[src/evp_consts.svh]
`ifndef EVP_CONSTS_SVH
`define EVP_CONSTS_SVH

// register byte offsets on the avalon word bus
`define EVP_OFS_EDGE        8'h00
`define EVP_OFS_PEND        8'h04
`define EVP_OFS_VEC         8'h08

// edge-select register layout
`define EVP_EDGE_NMI_BIT    7
`define EVP_EDGE_RSV        8'h70
`define EVP_EDGE_RST        8'h70
`define EVP_EDGE_PIN_MSB    3

// source indices, highest priority first
`define EVP_SRC_RST         0
`define EVP_SRC_NMI         1
`define EVP_SRC_TRAP0       2
`define EVP_SRC_BRK         6
`define EVP_SRC_SLP         7
`define EVP_SRC_PIN0        8
`define EVP_SRC_WKP         12
`define EVP_SRC_RTC         13
`define EVP_SRC_TMV         14
`define EVP_SRC_SER0        15
`define EVP_SRC_TWB         16
`define EVP_SRC_ADC         17
`define EVP_SRC_TZ0         18
`define EVP_SRC_TZ1         19
`define EVP_SRC_TB1         20
`define EVP_SRC_SER1        21
`define EVP_NSRC            22

// sources that ignore the processor mask bit
`define EVP_NOMASK          22'h00007f
`define EVP_PEND_RST        22'h000001

// vector numbers of the table
`define EVP_VEC_RST         6'h00
`define EVP_VEC_NMI         6'h07
`define EVP_VEC_TRAP0       6'h08
`define EVP_VEC_BRK         6'h0c
`define EVP_VEC_SLP         6'h0d
`define EVP_VEC_PIN0        6'h0e
`define EVP_VEC_WKP         6'h12
`define EVP_VEC_RTC         6'h13
`define EVP_VEC_TMV         6'h16
`define EVP_VEC_SER0        6'h17
`define EVP_VEC_TWB         6'h18
`define EVP_VEC_ADC         6'h19
`define EVP_VEC_TZ0         6'h1a
`define EVP_VEC_TZ1         6'h1b
`define EVP_VEC_TB1         6'h1d
`define EVP_VEC_SER1        6'h20

`endif

[src/evp_pkg.sv]
package evp_pkg;

	// peripheral event pulses, grouped per module
	typedef struct packed {
		logic [2:0] timerV;
		logic [3:0] serial0;
		logic [5:0] twoWire;
		logic       adcEnd;
		logic [4:0] tmrZ0;
		logic [5:0] tmrZ1;
		logic       timerB1Ovf;
		logic [3:0] serial1;
	} evp_periph_s;

	// exception presented to the core
	typedef struct packed {
		logic        req;
		logic [5:0]  vecNum;
		logic [15:0] vecAddr;
	} evp_exc_s;

	typedef enum logic [0:0] {
		BUS_IDLE,
		BUS_ANSWER
	} evp_bus_e;

	typedef logic [21:0] evp_src_t;

endpackage

[src/evp_edge_detect.sv]
`timescale 1ns/1ps

module evp_edge_detect (
	// clock and reset
	input  wire logic clk_sys,
	input  wire logic sys_rst,
	// pin and edge choice
	input  wire logic pinIn,
	input  wire logic riseSel,
	// single-cycle request
	output logic      edgePulse
);

	logic syncA_r;
	logic syncB_r;
	logic last_r;

	always_ff @(posedge clk_sys) begin
		if (sys_rst) begin
			syncA_r <= 1'b1;
			syncB_r <= 1'b1;
			last_r  <= 1'b1;
		end else begin
			syncA_r <= pinIn;
			syncB_r <= syncA_r;
			last_r  <= syncB_r;
		end
	end

	// edge direction chosen
	// sync starts high so an idle-low pin at reset looks like a falling edge
	// only when falling is selected; software should pick the edge first
	always_comb begin
		if (riseSel)
			edgePulse = syncB_r & ~last_r;
		else
			edgePulse = ~syncB_r & last_r;
	end

endmodule

[src/evp_exception_ctrl.sv]
`timescale 1ns/1ps
`include "evp_consts.svh"

// Functional notes
// - simultaneous requests are presented highest fixed priority first.
// - each source has a vector; entry address is twice it; reset is 0.
// - vectors 1 to 6 and 20 are never produced.
// - sleep-instruction direct transition raises vector 13 at 0x001a.
// - timer V compare A, compare B and overflow share vector 22.
// - serial channel causes share vector 23; second channel uses 32.
// - all six two-wire bus causes share vector 24.
// - multi-timer channel 0 uses vector 26, channel 1 uses 27.
// - low-voltage interrupt shares vector 14, only when that circuit exists.
// - nmi and four pin interrupts fire on the selected edge.
// - edge-select bit 7 picks nmi edge; 0 falling after reset.
// - edge-select bits 3..0 pick pin edges; 0 falling after reset.
// - edge-select bits 6..4 always read as one.
// - trap operand 0 to 3 selects vectors 8 to 11.
// - mask bit set blocks all interrupts but nmi and address break.
module evp_exception_ctrl #(
	parameter bit HAS_LVD = 1'b1
) (
	// clock and reset
	input  wire logic                clk_sys,
	input  wire logic                sys_rst,
	// avalon-mm slave
	input  wire logic [7:0]          address,
	input  wire logic                read,
	input  wire logic                write,
	input  wire logic [31:0]         writedata,
	input  wire logic [3:0]          byteenable,
	output logic [31:0]              readdata,
	output logic                     waitrequest,
	// external interrupt pins
	input  wire logic                nmiPin,
	input  wire logic [3:0]          ext_pin_int,
	// cpu events, same clock
	input  wire logic                trap_instruction,
	input  wire logic [1:0]          trapOperand,
	input  wire logic                breakMatch,
	input  wire logic                sleepDirect,
	input  wire logic                condition_code_reg_i,
	// other event sources, same clock
	input  wire logic                lowVoltInt,
	input  wire logic                wakeup_pins,
	input  wire logic                rtcOvf,
	input  wire evp_pkg::evp_periph_s periph,
	// exception handshake with the core
	output evp_pkg::evp_exc_s        exc,
	input  wire logic                excAck
);

	////////////////////////////////////////////////////////////////////////
	// parameter check

	// the constants header and the package must agree on the source count,
	// and the software clear only spans three byte lanes
	generate
		if (HAS_LVD !== 1'b0 && HAS_LVD !== 1'b1) begin : gBadLvd
			$error("HAS_LVD must be 0 or 1");
		end
		if (`EVP_NSRC != $bits(evp_pkg::evp_src_t)) begin : gBadNsrc
			$error("source count and pending width differ");
		end
		if (`EVP_NSRC > 24) begin : gBadLanes
			$error("pending word wider than three byte lanes");
		end
		if (`EVP_EDGE_PIN_MSB != 3) begin : gBadPins
			$error("edge detectors serve exactly four numbered pins");
		end
	endgenerate

	////////////////////////////////////////////////////////////////////////
	// declarations

	logic [7:0]       edgeSel_r;
	evp_pkg::evp_src_t pend_r;
	evp_pkg::evp_src_t pendSet;
	evp_pkg::evp_src_t pendClr;
	evp_pkg::evp_src_t eligible;
	evp_pkg::evp_bus_e busState_r;
	logic [31:0]      readdata_r;
	logic [4:0]       pinPulse;
	logic [4:0]       pinIn;
	logic [4:0]       pinRise;
	logic [4:0]       curIdx_r;
	logic [4:0]       winIdx;
	logic             winAny;
	evp_pkg::evp_exc_s exc_r;
	logic             busReq;
	logic             busDone;
	logic             wrEdge;
	logic             wrPend;
	logic [23:0]      laneClr;
	logic [31:0]      vecStatus;
	logic [31:0]      readMux;

	////////////////////////////////////////////////////////////////////////
	// source index to vector number

	// the table holds no entry for the reserved numbers 1 to 6, 20, 21, 28,
	// 30 and 31, so no index can ever produce them; an out-of-range index
	// falls back to the reset vector, which is harmless because the
	// priority encoder never yields one
	// fixed vector per source
	function automatic logic [5:0] vecOf(input logic [4:0] idx);
		logic [5:0] v;
		v = `EVP_VEC_RST;
		case (idx)
			5'h00: v = `EVP_VEC_RST;
			5'h01: v = `EVP_VEC_NMI;
			5'h02: v = `EVP_VEC_TRAP0;
			5'h03: v = `EVP_VEC_TRAP0 + 6'h01;
			5'h04: v = `EVP_VEC_TRAP0 + 6'h02;
			5'h05: v = `EVP_VEC_TRAP0 + 6'h03;
			5'h06: v = `EVP_VEC_BRK;
			5'h07: v = `EVP_VEC_SLP;
			5'h08: v = `EVP_VEC_PIN0;
			5'h09: v = `EVP_VEC_PIN0 + 6'h01;
			5'h0a: v = `EVP_VEC_PIN0 + 6'h02;
			5'h0b: v = `EVP_VEC_PIN0 + 6'h03;
			5'h0c: v = `EVP_VEC_WKP;
			5'h0d: v = `EVP_VEC_RTC;
			5'h0e: v = `EVP_VEC_TMV;
			5'h0f: v = `EVP_VEC_SER0;
			5'h10: v = `EVP_VEC_TWB;
			5'h11: v = `EVP_VEC_ADC;
			5'h12: v = `EVP_VEC_TZ0;
			5'h13: v = `EVP_VEC_TZ1;
			5'h14: v = `EVP_VEC_TB1;
			5'h15: v = `EVP_VEC_SER1;
			default: v = `EVP_VEC_RST;
		endcase
		return v;
	endfunction

	////////////////////////////////////////////////////////////////////////
	// pin edge detectors

	// bit 0 of the detector row is the nmi pin, bits 1..4 the numbered pins;
	// a pin change reaches pending three edges later through the synchroniser
	assign pinIn   = {ext_pin_int, nmiPin};
	assign pinRise = {edgeSel_r[`EVP_EDGE_PIN_MSB:0], edgeSel_r[`EVP_EDGE_NMI_BIT]};

	genvar gi;
	generate
		for (gi = 0; gi < 5; gi++) begin : gPin
			evp_edge_detect uEdge (
				.clk_sys   (clk_sys),
				.sys_rst   (sys_rst),
				.pinIn     (pinIn[gi]),
				.riseSel   (pinRise[gi]),
				.edgePulse (pinPulse[gi])
			);
		end
	endgenerate

	////////////////////////////////////////////////////////////////////////
	// event collection

	// pending bit map, also the software view of the pending register:
	// 0 reset, 1 nmi, 2..5 trap 0..3, 6 break, 7 sleep transition,
	// 8..11 numbered pins 0..3, 12 wakeup, 13 clock overflow, 14 timer v,
	// 15 first serial channel, 16 two-wire bus, 17 converter end,
	// 18 and 19 multi-timer channels, 20 timer b1, 21 second serial channel

	// shared vectors merge their causes by or-reduction; the handler reads
	// the cause itself from the peripheral
	always_comb begin
		pendSet = '0;
		pendSet[`EVP_SRC_NMI] = pinPulse[0];
		if (trap_instruction)
			pendSet[`EVP_SRC_TRAP0 + trapOperand] = 1'b1;
		pendSet[`EVP_SRC_BRK] = breakMatch;
		pendSet[`EVP_SRC_SLP] = sleepDirect;
		pendSet[`EVP_SRC_PIN0] = pinPulse[1] | (HAS_LVD & lowVoltInt);
		pendSet[`EVP_SRC_PIN0 + 1] = pinPulse[2];
		pendSet[`EVP_SRC_PIN0 + 2] = pinPulse[3];
		pendSet[`EVP_SRC_PIN0 + 3] = pinPulse[4];
		pendSet[`EVP_SRC_WKP] = wakeup_pins;
		pendSet[`EVP_SRC_RTC] = rtcOvf;
		pendSet[`EVP_SRC_TMV] = |periph.timerV;
		pendSet[`EVP_SRC_SER0] = |periph.serial0;
		pendSet[`EVP_SRC_SER1] = |periph.serial1;
		pendSet[`EVP_SRC_TWB] = |periph.twoWire;
		pendSet[`EVP_SRC_ADC] = periph.adcEnd;
		pendSet[`EVP_SRC_TZ0] = |periph.tmrZ0;
		pendSet[`EVP_SRC_TZ1] = |periph.tmrZ1;
		pendSet[`EVP_SRC_TB1] = periph.timerB1Ovf;
	end

	////////////////////////////////////////////////////////////////////////
	// pending flags

	// software clears every enabled byte lane in one write; only bits of real sources survive
	genvar gl;
	generate
		for (gl = 0; gl < 3; gl++) begin : gLane
			assign laneClr[gl*8 +: 8] = (wrPend && byteenable[gl]) ? writedata[gl*8 +: 8] : 8'h00;
		end
	endgenerate

	// the core's acknowledge clears the bit of the vector it took; a write-1
	// and an acknowledge in one cycle simply merge
	always_comb begin
		pendClr = laneClr[`EVP_NSRC-1:0];
		if (excAck && exc_r.req)
			pendClr[curIdx_r] = 1'b1;
	end

	// reset request stands pending after reset; a set beats a same-cycle clear
	always_ff @(posedge clk_sys) begin
		if (sys_rst)
			pend_r <= `EVP_PEND_RST;
		else
			pend_r <= (pend_r & ~pendClr) | pendSet;
	end

	////////////////////////////////////////////////////////////////////////
	// priority selection

	// the mask bit is read in the same cycle as the pending word, so a
	// source masked at this edge cannot slip through one cycle late; trap,
	// break, nmi and reset sit in the low bits that the mask never touches,
	// and the sleep transition is masked like any other internal source
	// mask bit gates maskable sources
	assign eligible = condition_code_reg_i ? (pend_r & `EVP_NOMASK) : pend_r;

	// scanning from the top down lets the lowest pending index overwrite
	// every other candidate, which is the fixed priority order
	// lowest index wins
	always_comb begin
		winIdx = 5'h00;
		winAny = 1'b0;
		for (int i = `EVP_NSRC - 1; i >= 0; i--) begin
			if (eligible[i]) begin
				winIdx = 5'(i);
				winAny = 1'b1;
			end
		end
	end

	// limitation: a source that pends during the acknowledge cycle waits one
	// extra cycle, since the request drops there to let the core see the
	// change; the reset vector stands until the core takes it
	// the request is re-evaluated each cycle but frozen in the ack cycle
	// so the cleared bit always matches the vector the core took
	always_ff @(posedge clk_sys) begin
		if (sys_rst) begin
			exc_r    <= '0;
			curIdx_r <= 5'h00;
		end else if (excAck && exc_r.req) begin
			exc_r.req <= 1'b0;
		end else begin
			exc_r.req    <= winAny;
			exc_r.vecNum <= vecOf(winIdx);
			exc_r.vecAddr <= {9'h000, vecOf(winIdx), 1'b0};
			curIdx_r     <= winIdx;
		end
	end

	assign exc = exc_r;

	////////////////////////////////////////////////////////////////////////
	// avalon-mm slave

	// the slave never stalls longer than one cycle, so no timeout is needed;
	// a write lands at the edge where the master sees waitrequest low
	// one wait cycle: the answer is loaded, then waitrequest drops
	assign busReq      = read | write;
	assign busDone     = busReq && (busState_r == evp_pkg::BUS_ANSWER);
	assign waitrequest = busReq && (busState_r != evp_pkg::BUS_ANSWER);
	assign wrEdge      = busDone && write && (address == `EVP_OFS_EDGE);
	assign wrPend      = busDone && write && (address == `EVP_OFS_PEND);

	// two-state answer sequencer: idle until a strobe appears, then one
	// answer cycle in which waitrequest is low and the transfer completes;
	// back-to-back requests each pay the one wait cycle again
	always_ff @(posedge clk_sys) begin
		if (sys_rst) begin
			busState_r <= evp_pkg::BUS_IDLE;
		end else begin
			case (busState_r)
				evp_pkg::BUS_IDLE: begin
					if (busReq)
						busState_r <= evp_pkg::BUS_ANSWER;
				end
				evp_pkg::BUS_ANSWER: begin
					busState_r <= evp_pkg::BUS_IDLE;
				end
				default: busState_r <= evp_pkg::BUS_IDLE;
			endcase
		end
	end

	// reserved bits are forced high on write as well as on read, so the
	// stored byte always matches what software reads back
	// pin edge bits writable
	always_ff @(posedge clk_sys) begin
		if (sys_rst)
			edgeSel_r <= `EVP_EDGE_RST;
		else if (wrEdge && byteenable[0])
			edgeSel_r <= writedata[7:0] | `EVP_EDGE_RSV;
	end

	// vector status word: request flag, entry address, vector number
	assign vecStatus = {9'h000, exc_r.req, exc_r.vecAddr, exc_r.vecNum};

	// read decode; unmapped addresses read zero
	always_comb begin
		readMux = 32'h0000_0000;
		case (address)
			`EVP_OFS_EDGE: readMux = {24'h000000, edgeSel_r | `EVP_EDGE_RSV};
			`EVP_OFS_PEND: readMux = {10'h000, pend_r};
			`EVP_OFS_VEC:  readMux = vecStatus;
			default:       readMux = 32'h0000_0000;
		endcase
	end

	// read data loads in the wait cycle and then stands until the next read,
	// so a slow master still sees the value it asked for
	always_ff @(posedge clk_sys) begin
		if (sys_rst)
			readdata_r <= 32'h0000_0000;
		else if (read && busState_r == evp_pkg::BUS_IDLE)
			readdata_r <= readMux;
	end

	assign readdata = readdata_r;

endmodule

[config.mk]
export PLATFORM = sky130hd
export DESIGN_NAME = evp_exception_ctrl
export DESIGN_NICKNAME = d
export VERILOG_FILES = /design/src/evp_pkg.sv /design/src/evp_edge_detect.sv /design/src/evp_exception_ctrl.sv
export VERILOG_INCLUDE_DIRS = /design/src
export SDC_FILE = /design/constraint.sdc
export NUM_CORES = 1
export LEC_CHECK = 0
export ABC_AREA = 1
export ABC_CLOCK_PERIOD_IN_PS = 2600
export BUFFER_PORTS_ARGS = -buffer_cell sky130_fd_sc_hd__buf_4
export CAP_MARGIN = 10
export CELL_PAD_IN_SITES_DETAIL_PLACEMENT = 1
export CELL_PAD_IN_SITES_GLOBAL_PLACEMENT = 2
export CORE_MARGIN = 8
export CORE_UTILIZATION = 26
export CTS_BUF_LIST = sky130_fd_sc_hd__clkbuf_2
export DETAILED_ROUTE_END_ITERATION = 6
export PLACE_DENSITY = 0.84
export SLEW_MARGIN = 20
export SYNTH_ARGS = -nofsm -noshare
export SYNTH_HDL_FRONTEND = slang
export SYNTH_SLANG_ARGS = --single-unit
export TNS_END_PERCENT = 30
[constraint.sdc]
create_clock -name clk_sys -period 2.6 [get_ports clk_sys]
set_clock_uncertainty 0.15 [all_clocks]
set_input_delay 0.52 -clock clk_sys [delete_from_list [all_inputs] [get_ports clk_sys]]
set_output_delay 0.52 -clock clk_sys [all_outputs]
set_load 0.02 [all_outputs]
-- Yosys cells after proc, flatten, opt, wreduce, memory -nomap -nowiden
Memories as Yosys holds them, arrays and structs flattened. A register that Yosys moved wholly into a read port is not among the register bits.
Cells that the tools add are included.
Widths: inputs -> output; s select.
- register bits: 81
- ROM bits: 384
- input port bits: 93
- word-level logic and storage cells: 143
- memories: 2
- add/sub/neg operators: 1
- $lt $le $gt $ge: 4
- equal/unequal tests: 2
- muxes and demuxes: 62
- bitwise logic cells: 28
- reduce and logical (&&, ||, !) cells: 23
- memory list (memory ; words ; bits a word ; read ports ; clocked after Yosys merged registers in ; wr ports ; RTL line ; source):
    (no name shown) ; 32 ; 6 ; 1 ; 1 ; 0 ; evp_exception_ctrl.sv:109 ; case (idx)
    (no name shown) ; 32 ; 6 ; 1 ; 1 ; 0 ; evp_exception_ctrl.sv:109 ;
- operators with widths (kind ; number):
    $mux 5 ; 22
    $pmux 23 s3 ; 1
    $mux 22 ; 2
    $or 22x22->22 ; 2
    $mux 1 ; 30
    $and 22x22->22 ; 1
    $not 22->22 ; 1
    $mux 8 ; 2
    $logic_and 1x1->1 ; 13
    $mux 6 ; 2
    $reduce_or 6->1 ; 2
    $not 1->1 ; 11
    $and 1x1->1 ; 10
    $demux 1 s5 ; 2
    $eq 8x3->1 const B ; 1
    $eq 8x4->1 const B ; 1
    $logic_not 8->1 ; 1
    $reduce_or 4->1 ; 2
    $lt 3x6->1 const B ; 1
    $lt 5x6->1 const B ; 1
    $or 2x6->6 ; 1
    $ge 5x1->1 const B ; 1
    $reduce_or 5->1 ; 1
    $add 2x2->3 const A ; 1
    6 further kinds ; 8

-- Longest topological paths before layout
Gate-level depths: netlist of run 1.
- depth after elaboration: 23
- gate-level depth with buffers: 26
- gate-level depth less buffers: 26

-- Cells and area by module
Synthesis of run 1 repeated with hierarchy kept, for this count alone.
- cell total of the unflattened synthesis: 541
- area total of the unflattened synthesis: 3836.2 um^2
- by module, submodules not included (module ; instances ; cells each ; area an instance (um^2)):
    evp_exception_ctrl ; 1 ; 481 ; 3316.9
    evp_edge_detect ; 5 ; 12 ; 103.8

-- Least setup slack after synthesis of run 1
OpenSTA, ideal clock, no wires.
- path type: input-to-reg
- start point: input condition_code_reg_i
- end point: register, netlist name exc[3]
- arrival time: 2216 ps
- data required time: 2386 ps
- path slack: 170 ps
- stages: 16
- path through: inv_2 -> buf_4 -> nand2_1 -> a31oi_1 -> nor2_1 -> o21ai_1 -> nand3_1 -> nand2_1 -> nand2_1 -> nor2_4 -> inv_2 -> ha_1 -> or2_2 -> nand3_1 -> nor2_1 -> nor2_1
- RTL lines (element ; RTL line ; source):
    start, declared ; evp_exception_ctrl.sv:42 ; input wire logic condition_code_reg_i,
    $mux 22 (*) ; evp_exception_ctrl.sv:227 ; assign eligible = condition_code_reg_i ? (pend_r & `EVP_NOMASK) : pend_r;
    $mux 5 (13 in series) ; evp_exception_ctrl.sv:236 ; if (eligible[i]) begin
    $mux 5 (*) (8 in series) ; evp_exception_ctrl.sv:236 ;
    named net winIdx[1] ; evp_exception_ctrl.sv:87 ; logic [4:0] winIdx;
Mark *: on every way through the listed nets, which the timed path passes. The rest lies on a longest branch.
A chain may end at the register's enable or synchronous reset.

-- Worst setup path after layout of run 1
- start point: register pend_r[18]
- end point: register, netlist name exc[3]
- word-level cells in the longest chain between the ends: 20
- ends and longest elaborated chain (element ; RTL line ; source):
    start, declared ; evp_exception_ctrl.sv:77 ; evp_pkg::evp_src_t pend_r;
    start signal, assigned ; evp_exception_ctrl.sv:214 ; pend_r <= `EVP_PEND_RST;
    start signal, assigned ; evp_exception_ctrl.sv:216 ; pend_r <= (pend_r & ~pendClr) | pendSet;
    $mux 22 ; evp_exception_ctrl.sv:227 ;
    $mux 5 (19 in series) ; evp_exception_ctrl.sv:236 ;
    named net winIdx[1] ; evp_exception_ctrl.sv:87 ;
The timed path passes the listed nets, and every way through them passes these cells.

==> flow_summary.toml, run 1 <==
[critical_path]
cpMostUsedCell = "nand2_1"
startpoint_type = "register"
end_kind = "register"
r2r_setup_slack_ps = 250
required_ps = 2990
crit_fanout = 4
cpMaxStageDelayCell = "dfxtp_1"
r2r-start = "pend_r[18]"
critPathMaxStageDelay_ps = 440
arrival_ps = 2740
worstPathCellList = "nand2_1 > nand2_1 > nand2_1 > a31oi_1 > nor2_1 > o21ai_1 > nand3_1 > nand2_1 > nand2_1 > nor2_4 > inv_2 > ha_1 > or2_2 > nand3_1 > nor2_1 > nor2_1"
reg2reg_depth = 16
r2r_end = "exc[3]"
critPathKind = "register to register"

[sta]
max_freq_ghz = 0.426
hold_viol = 0
min_period_ps = 2350
setup_viol = 0
worstMarginPinSlew_ps = 602
slew_headroom = 0.596
worst_slack_ps = 251
rsz0062_at_grt = "no"
slew_violations = 0
fin_crit_sh = 0.903

[drt]
drcViolationCount = 0
via_per_inst = 4.61
firstDrtPassIters = 4
drt_iter0_markers = 183
vias = 3982
wl_per_cell_um = 16.4
wirelength_mm = 14.1
detail-route-antenna-nets = 0

[placed_design]
routabilityCongestion = 0.857
io_buffer_count = 118
hpwl_mm = 11.3
dpl_worst_slack_ps = -160
placed_area_um2 = 4920

[layout]
antenna-diode-count = 0
area_growth_pct = 37.0
register_area_um2 = 1560
fill_cells = 1828
final_nets = 771
multi_input_area_um2 = 1860
post-route-cell-area_um2 = 5220
drive_above_1_share = 0.276

[yosys]
synth_top_area_share = 0.410
syn_avg_cell_area_um2 = 7.18
synth_cell_types = 31
synth_seq_cells = 78
synthTopCellsByArea = "dfxtp_1 41%, nand2_1 14%, a21oi_1 5.5%"
syn_inst = 531
synth_warnings = 0
yosysTopAreaCell = "dfxtp_1"
synth_area_um2 = 3810
ys_seq_area_frac = 0.410

[hold_path]
hold_depth = 4
hold_path_end = "pend_r[19]"
min_path_type = "primary input to register"
hold_start = "writedata[19]"

[die]
pin_count = 149
num_rows = 44
die_h_um = 137
die_x_um = 137
fp.coreArea_um2 = 14400
initial_core_util = 0.264
die-area_um2 = 18800

[grt]
antenna_found_initial = 0
grt_pass1_wl_mm = 22.6
grt_pass1_vias = 4434
grt_max_degree = 35
grt_use_total = 0.153
overflow = 0

[clock_network]
worstSkewPairLatency_ps = 570
clkTransAtPathRegs_ps = 240
cts_buffers = 9
cts_max_path_buffers = 2
cts_sinks = 78
htree_levels = 3
cts-root-buf = "clkbuf_2"
cts_tree = "built"

[power]
p_total_mw = 2.66
ir_drop_v = 0.000188
p_seq_frac = 0.489
power_frac_comb = 0.184
p_int_mw = 1.88
power_leakage_nw = 2.43
p_sw_mw = 0.774
power.clock.fraction = 0.327
powerDensity_nw_per_um2 = 509
swShare = 0.291

[flow_run]
maxCapViolations = 0

[run_status]
status = "finished clean"
-- cells in the final DEF (no fill, tap or decap), types with 2 or more instances in the layout --
master,count
o221ai_1,5
nor4_1,5
o21ai_0,31
dlygate4sd3_1,14
nand2_2,4
clkinv_2,2
or2_2,11
nand3_1,29
dfxtp_1,77
a221o_1,9
nor3_1,12
buf_4,141
a31oi_1,14
nor3_4,2
nor3b_4,2
clkbuf_2,9
inv_2,5
conb_1,19
o21ai_1,5
a21oi_1,42
bufinv_16,3
nor2_1,31
inv_1,51
a21oi_2,3
nand2_1,139
ha_1,3
-- layer usage --
metal  global-route usage  share of wire  vias up
met5                    0              0        -
met4               0.0441          0.013        0
met3               0.0407          0.065       15
met2                0.260           0.49      101
met1                0.186           0.44     1872
li1                     -              -     1994
-- how the worst max path moves through the flow --
stage                    startpoint      to  slack [ps]  depth (start not counted)
2_1_floorplan  condition_code_reg_i  exc[3]         170                         16
3_3_place_gp   condition_code_reg_i  exc[3]        -120                         18
3_5_place_dp   condition_code_reg_i  exc[3]        -160                         18
4_1_cts                  pend_r[18]  exc[3]         220                         16
5_1_grt                  pend_r[18]  exc[3]           1                         16
6_report                 pend_r[18]  exc[3]         250                         16
-- what timing repair did --
action                                  CTS  global route
endpoints found under the setup margin    0             1
hold buffers                             14             0
setup buffers                             0             0
endpoints found under the hold margin    12             0
resized for setup                         0             1
-- cell usage after synthesis --
master     number
nand2_1       139
dfxtp_1        78
inv_1          51
a21oi_1        42
nor2_1         32
o21ai_0        31
nand3_1        29
buf_4          26
a31oi_1        14
clkbuf_1       14
nor3_1         12
or2_2          11
a221o_1         9
inv_2           5
nor4_1          5
o21ai_1         5
o221ai_1        5
nand2_2         4
a21oi_2         3
ha_1            3
nor3_4          2
nor3b_4         2
a2111oi_0       1
conb_1          1
nand4_1         1
nor2_4          1
nor4_2          1
o211ai_1        1
o21a_1          1
o21ai_2         1
o31ai_1         1
-- through the flow --
| stage | TNS, ps | cells | utilization | hold WS, ps |
|---|---|---|---|---|
| 2_1_floorplan | 0 | 549 | - | 239 |
| 3_3_place_gp | -207 | 834 | 0.341 | 241 |
| 3_5_place_dp | -380 | 834 | 0.341 | 249 |
| 4_1_cts | 0 | 864 | 0.362 | 0.581 |
| 5_1_grt | 0 | 864 | 0.362 | 4.26 |
| 6_report | 0 | 864 | 0.362 | 47.5 |
-- final cells by class --
class | instances | share of cell area
timing repair buffer | 155 | 0.230
clock buffer | 9 | 0.00863
tap | 184 | 0.0441
sequential | 78 | 0.299
multi-input combinational | 375 | 0.357
clock inverter | 7 | 0.0216
inverter | 56 | 0.0403
-- power by group through the flow --
stage	logic [mW]	registers [mW]	clock network [mW]
3_5_place_dp	0.474	1.32	0
2_1_floorplan	0.257	1.33	0
3_3_place_gp	0.460	1.32	0
4_1_cts	0.494	1.30	0.898
5_1_grt	0.543	1.31	0.953
6_report	0.489	1.30	0.868
-- logic make-up (layout without fill, tap and decap cells) --
| logic type | Yosys count | in the layout | synth area share |
|---|---|---|---|
| fa+ha+maj | 3 | 3 | 0.00985 |
| buf+inv | 96 | 227 | 0.120 |
| compound gates | 114 | 114 | 0.178 |
| flops | 78 | 78 | 0.410 |
| other cells | 1 | 19 | 0.000984 |
| simple gates | 239 | 239 | 0.281 |
-- state kept, by name, indices dropped and copies added (netlist names) --
| signal | flops |
|---|---|
| exc | 7 |
| gPin.uEdge.last_r | 5 |
| gPin.uEdge.syncB_r | 5 |
| gPin.uEdge.syncA_r | 5 |
| readdata | 23 |
| edgeSel_r | 5 |
| curIdx_r | 5 |
| pend_r | 22 |
| busState_r | 1 |
-- worst max-delay path, delay by kind of cell (launching register included) --
kind | cells | cell delay, ps
AOI/OAI and AO/OA | 2 | 250
and+or+nand+nor | 12 | 1140
buffers and inverters | 1 | 60
adders and majority gates | 1 | 280
DFF | 1 | 440
Note: power is estimated with default switching activity, not from simulation.
==> run 2, diff against run 1 <==
Settings changed: CORE_MARGIN 8 to not set.
==> run 2 against run 1 <==
Core utilization is 0.38 points higher. Total power rose by 0.36%. Cell area shrank 1.2%. Fmax rose by 0.38%. Clock power is 2.3% higher. Setup slack better by 8.9 ps. Sequential power hardly changed. Non-clock buffer count fell by 8. Combinational power fell by 2%. First-iteration DRC count is 7.1% higher. Clock-buffer cell count up 2. Sequential share of layout area up 0.40 points. Critical path type unchanged. Critical endpoint unchanged. Largest cell class unchanged. Largest power group unchanged.
==> flow_summary.toml, run 2 (synthesis gave the netlist of run 1 again) <==
[critical_path]
r2r_setup_slack_ps = 260
r2r_end = "exc[3]"
critPathTopFamily = "simple AND/OR/NAND/NOR gates"
worstPathCellList = "o21ai_2 > nand2_1 > a31oi_1 > nor2_1 > o21ai_1 > nand3_1 > nand2_1 > nand2_1 > nor2_4 > inv_2 > ha_1 > or2_2 > nand3_1 > nor2_1 > nor2_1"
startpoint_type = "register"
crit_path_end = "exc[3]"
crit_fanout = 4
critPathMaxStageDelay_ps = 410
critical_path_buf_inv_count = 1
required_ps = 2950
critPathKind = "register to register"
end_kind = "register"
r2r-start = "pend_r[17]"
reg2reg_depth = 15
critical_path_depth = 15
arrival_ps = 2690
crit_start = "pend_r[17]"
cpMaxStageDelayCell = "dfxtp_1"

[sta]
worstMarginPinSlew_ps = 598
setup_tns_ps = 0
setup_viol = 0
rsz0062_at_grt = "no"
fin_crit_sh = 0.900
max_freq_ghz = 0.427
slew_violations = 0
hold_viol = 0
slew_headroom = 0.598
min_period_ps = 2340
worst_slack_ps = 260

[power]
p_int_mw = 1.89
swShare = 0.290
p_seq_frac = 0.487
powerDensity_nw_per_um2 = 517
power_frac_comb = 0.180
ir_drop_v = 0.000242
power.clock.fraction = 0.333
power_leakage_nw = 2.39
p_sw_mw = 0.773

[clock_network]
worstSkewPairLatency_ps = 550
htree_levels = 3
cts_max_path_buffers = 2
post_cts_buffers = 0
cts_buffers = 9
cts-root-buf = "clkbuf_2"
cts_sinks = 78
clkTransAtPathRegs_ps = 230
cts_tree = "built"

[die]
num_rows = 43
fp.coreArea_um2 = 14100
pin_count = 149
die_h_um = 123
die-area_um2 = 15100
initial_core_util = 0.270
die_x_um = 123

[drt]
wirelength_mm = 13.1
firstDrtPassIters = 4
drcViolationCount = 0
detail-route-antenna-nets = 0
via_per_inst = 4.67
wl_per_cell_um = 15.3
vias = 3979
drt_iter0_markers = 196

[layout]
final_nets = 763
final_util = 0.366
area_growth_pct = 35.3
post-route-cell-area_um2 = 5160
final_cell_mix = "139 x nand2_1, 139 x buf_4, 76 x dfxtp_1, 51 x inv_1, 42 x a21oi_1"
largest_register_ffs = 23
drive_above_1_share = 0.281
antenna-diode-count = 0

[grt]
grt_max_degree = 49
grt_use_total = 0.178
grt_pass1_vias = 4070
antenna_found_initial = 0
overflow = 0
grt_pass1_wl_mm = 20.4

[placed_design]
dpl_worst_slack_ps = -152
placed_area_um2 = 4920
routabilityCongestion = 0.812
hpwl_mm = 10.2
io_buffer_count = 118

[hold_path]
min_path_type = "primary input to register"

[run_status]
status = "finished clean"

[flow_run]
maxCapViolations = 0
run 2: cell count changes in the layout (fill, tap and decap cells not counted), sizes merged:
cell         delta
dlygate4sd3     -7
clkinv          -4
inv             +1
buf             -1
clkinvlp        +1
clkbuf          +2
run 2: layout make-up:
type | count | area [µm²]
Inverter | 56 | 210
Clock buffer | 11 | 55.1
Tap cell | 180 | 225
Clock inverter | 5 | 106
Timing Repair Buffer | 147 | 1130
Multi-Input combinational cell | 375 | 1860
Sequential cell | 78 | 1560
Fill cell | 1784 | 8940
run 2: worst min path at each step:
| stage | to | start | slack, ps | cells past startpoint |
|---|---|---|---|---|
| final | pend_r[13] | rtcOvf | 40 | 3 |
| after global routing | pend_r[13] | rtcOvf | 20 | 3 |
| after CTS | pend_r[12] | wakeup_pins | 10 | 3 |
| after detailed placement | gPin[4].uEdge.syncB_r | gPin[4].uEdge.syncA_r | 250 | 1 |
| after global placement | gPin[2].uEdge.syncB_r | gPin[2].uEdge.syncA_r | 240 | 1 |
| after floorplan | gPin[0].uEdge.syncB_r | gPin[0].uEdge.syncA_r | 240 | 1 |
run 2: metal layers:
metal / wire length [µm] / track usage
met2: 6240 / 0.310
met1: 6050 / 0.228
met5: 0 / 0
met4: 153 / 0.0452
met3: 632 / 0.0314
run 2: power by group through the flow:
| stage | combinational [mW] | clock (mW) | sequential, mW |
|---|---|---|---|
| floorplan | 0.257 | 0 | 1.33 |
| global placement | 0.459 | 0 | 1.32 |
| detailed placement | 0.471 | 0 | 1.32 |
| CTS | 0.482 | 0.901 | 1.30 |
| global route | 0.530 | 0.959 | 1.31 |
| finish | 0.480 | 0.888 | 1.30 |
run 2: timing repair:
action	4_1_cts	5_1_grt
gates resized for setup	0	2
endpoints found under the hold margin	6	1
endpoints found under the setup margin	0	2
hold buffers	6	1
run 2: per-stage QoR:
| step | total power [mW] | hold WS [ps] | instances |
|---|---|---|---|
| 2_1_floorplan | 1.58 | 239 | 549 |
| 4_1_cts | 2.68 | 14.9 | 851 |
| 3_3_place_gp | 1.78 | 241 | 829 |
| 6_report | 2.67 | 43.8 | 852 |
| 3_5_place_dp | 1.79 | 245 | 829 |
| 5_1_grt | 2.80 | 22.4 | 852 |
run 2: worst min-delay path, cell delays in order:
cell	delay [ps]
buf_4	80
a31oi_1	30
nor2_1	70
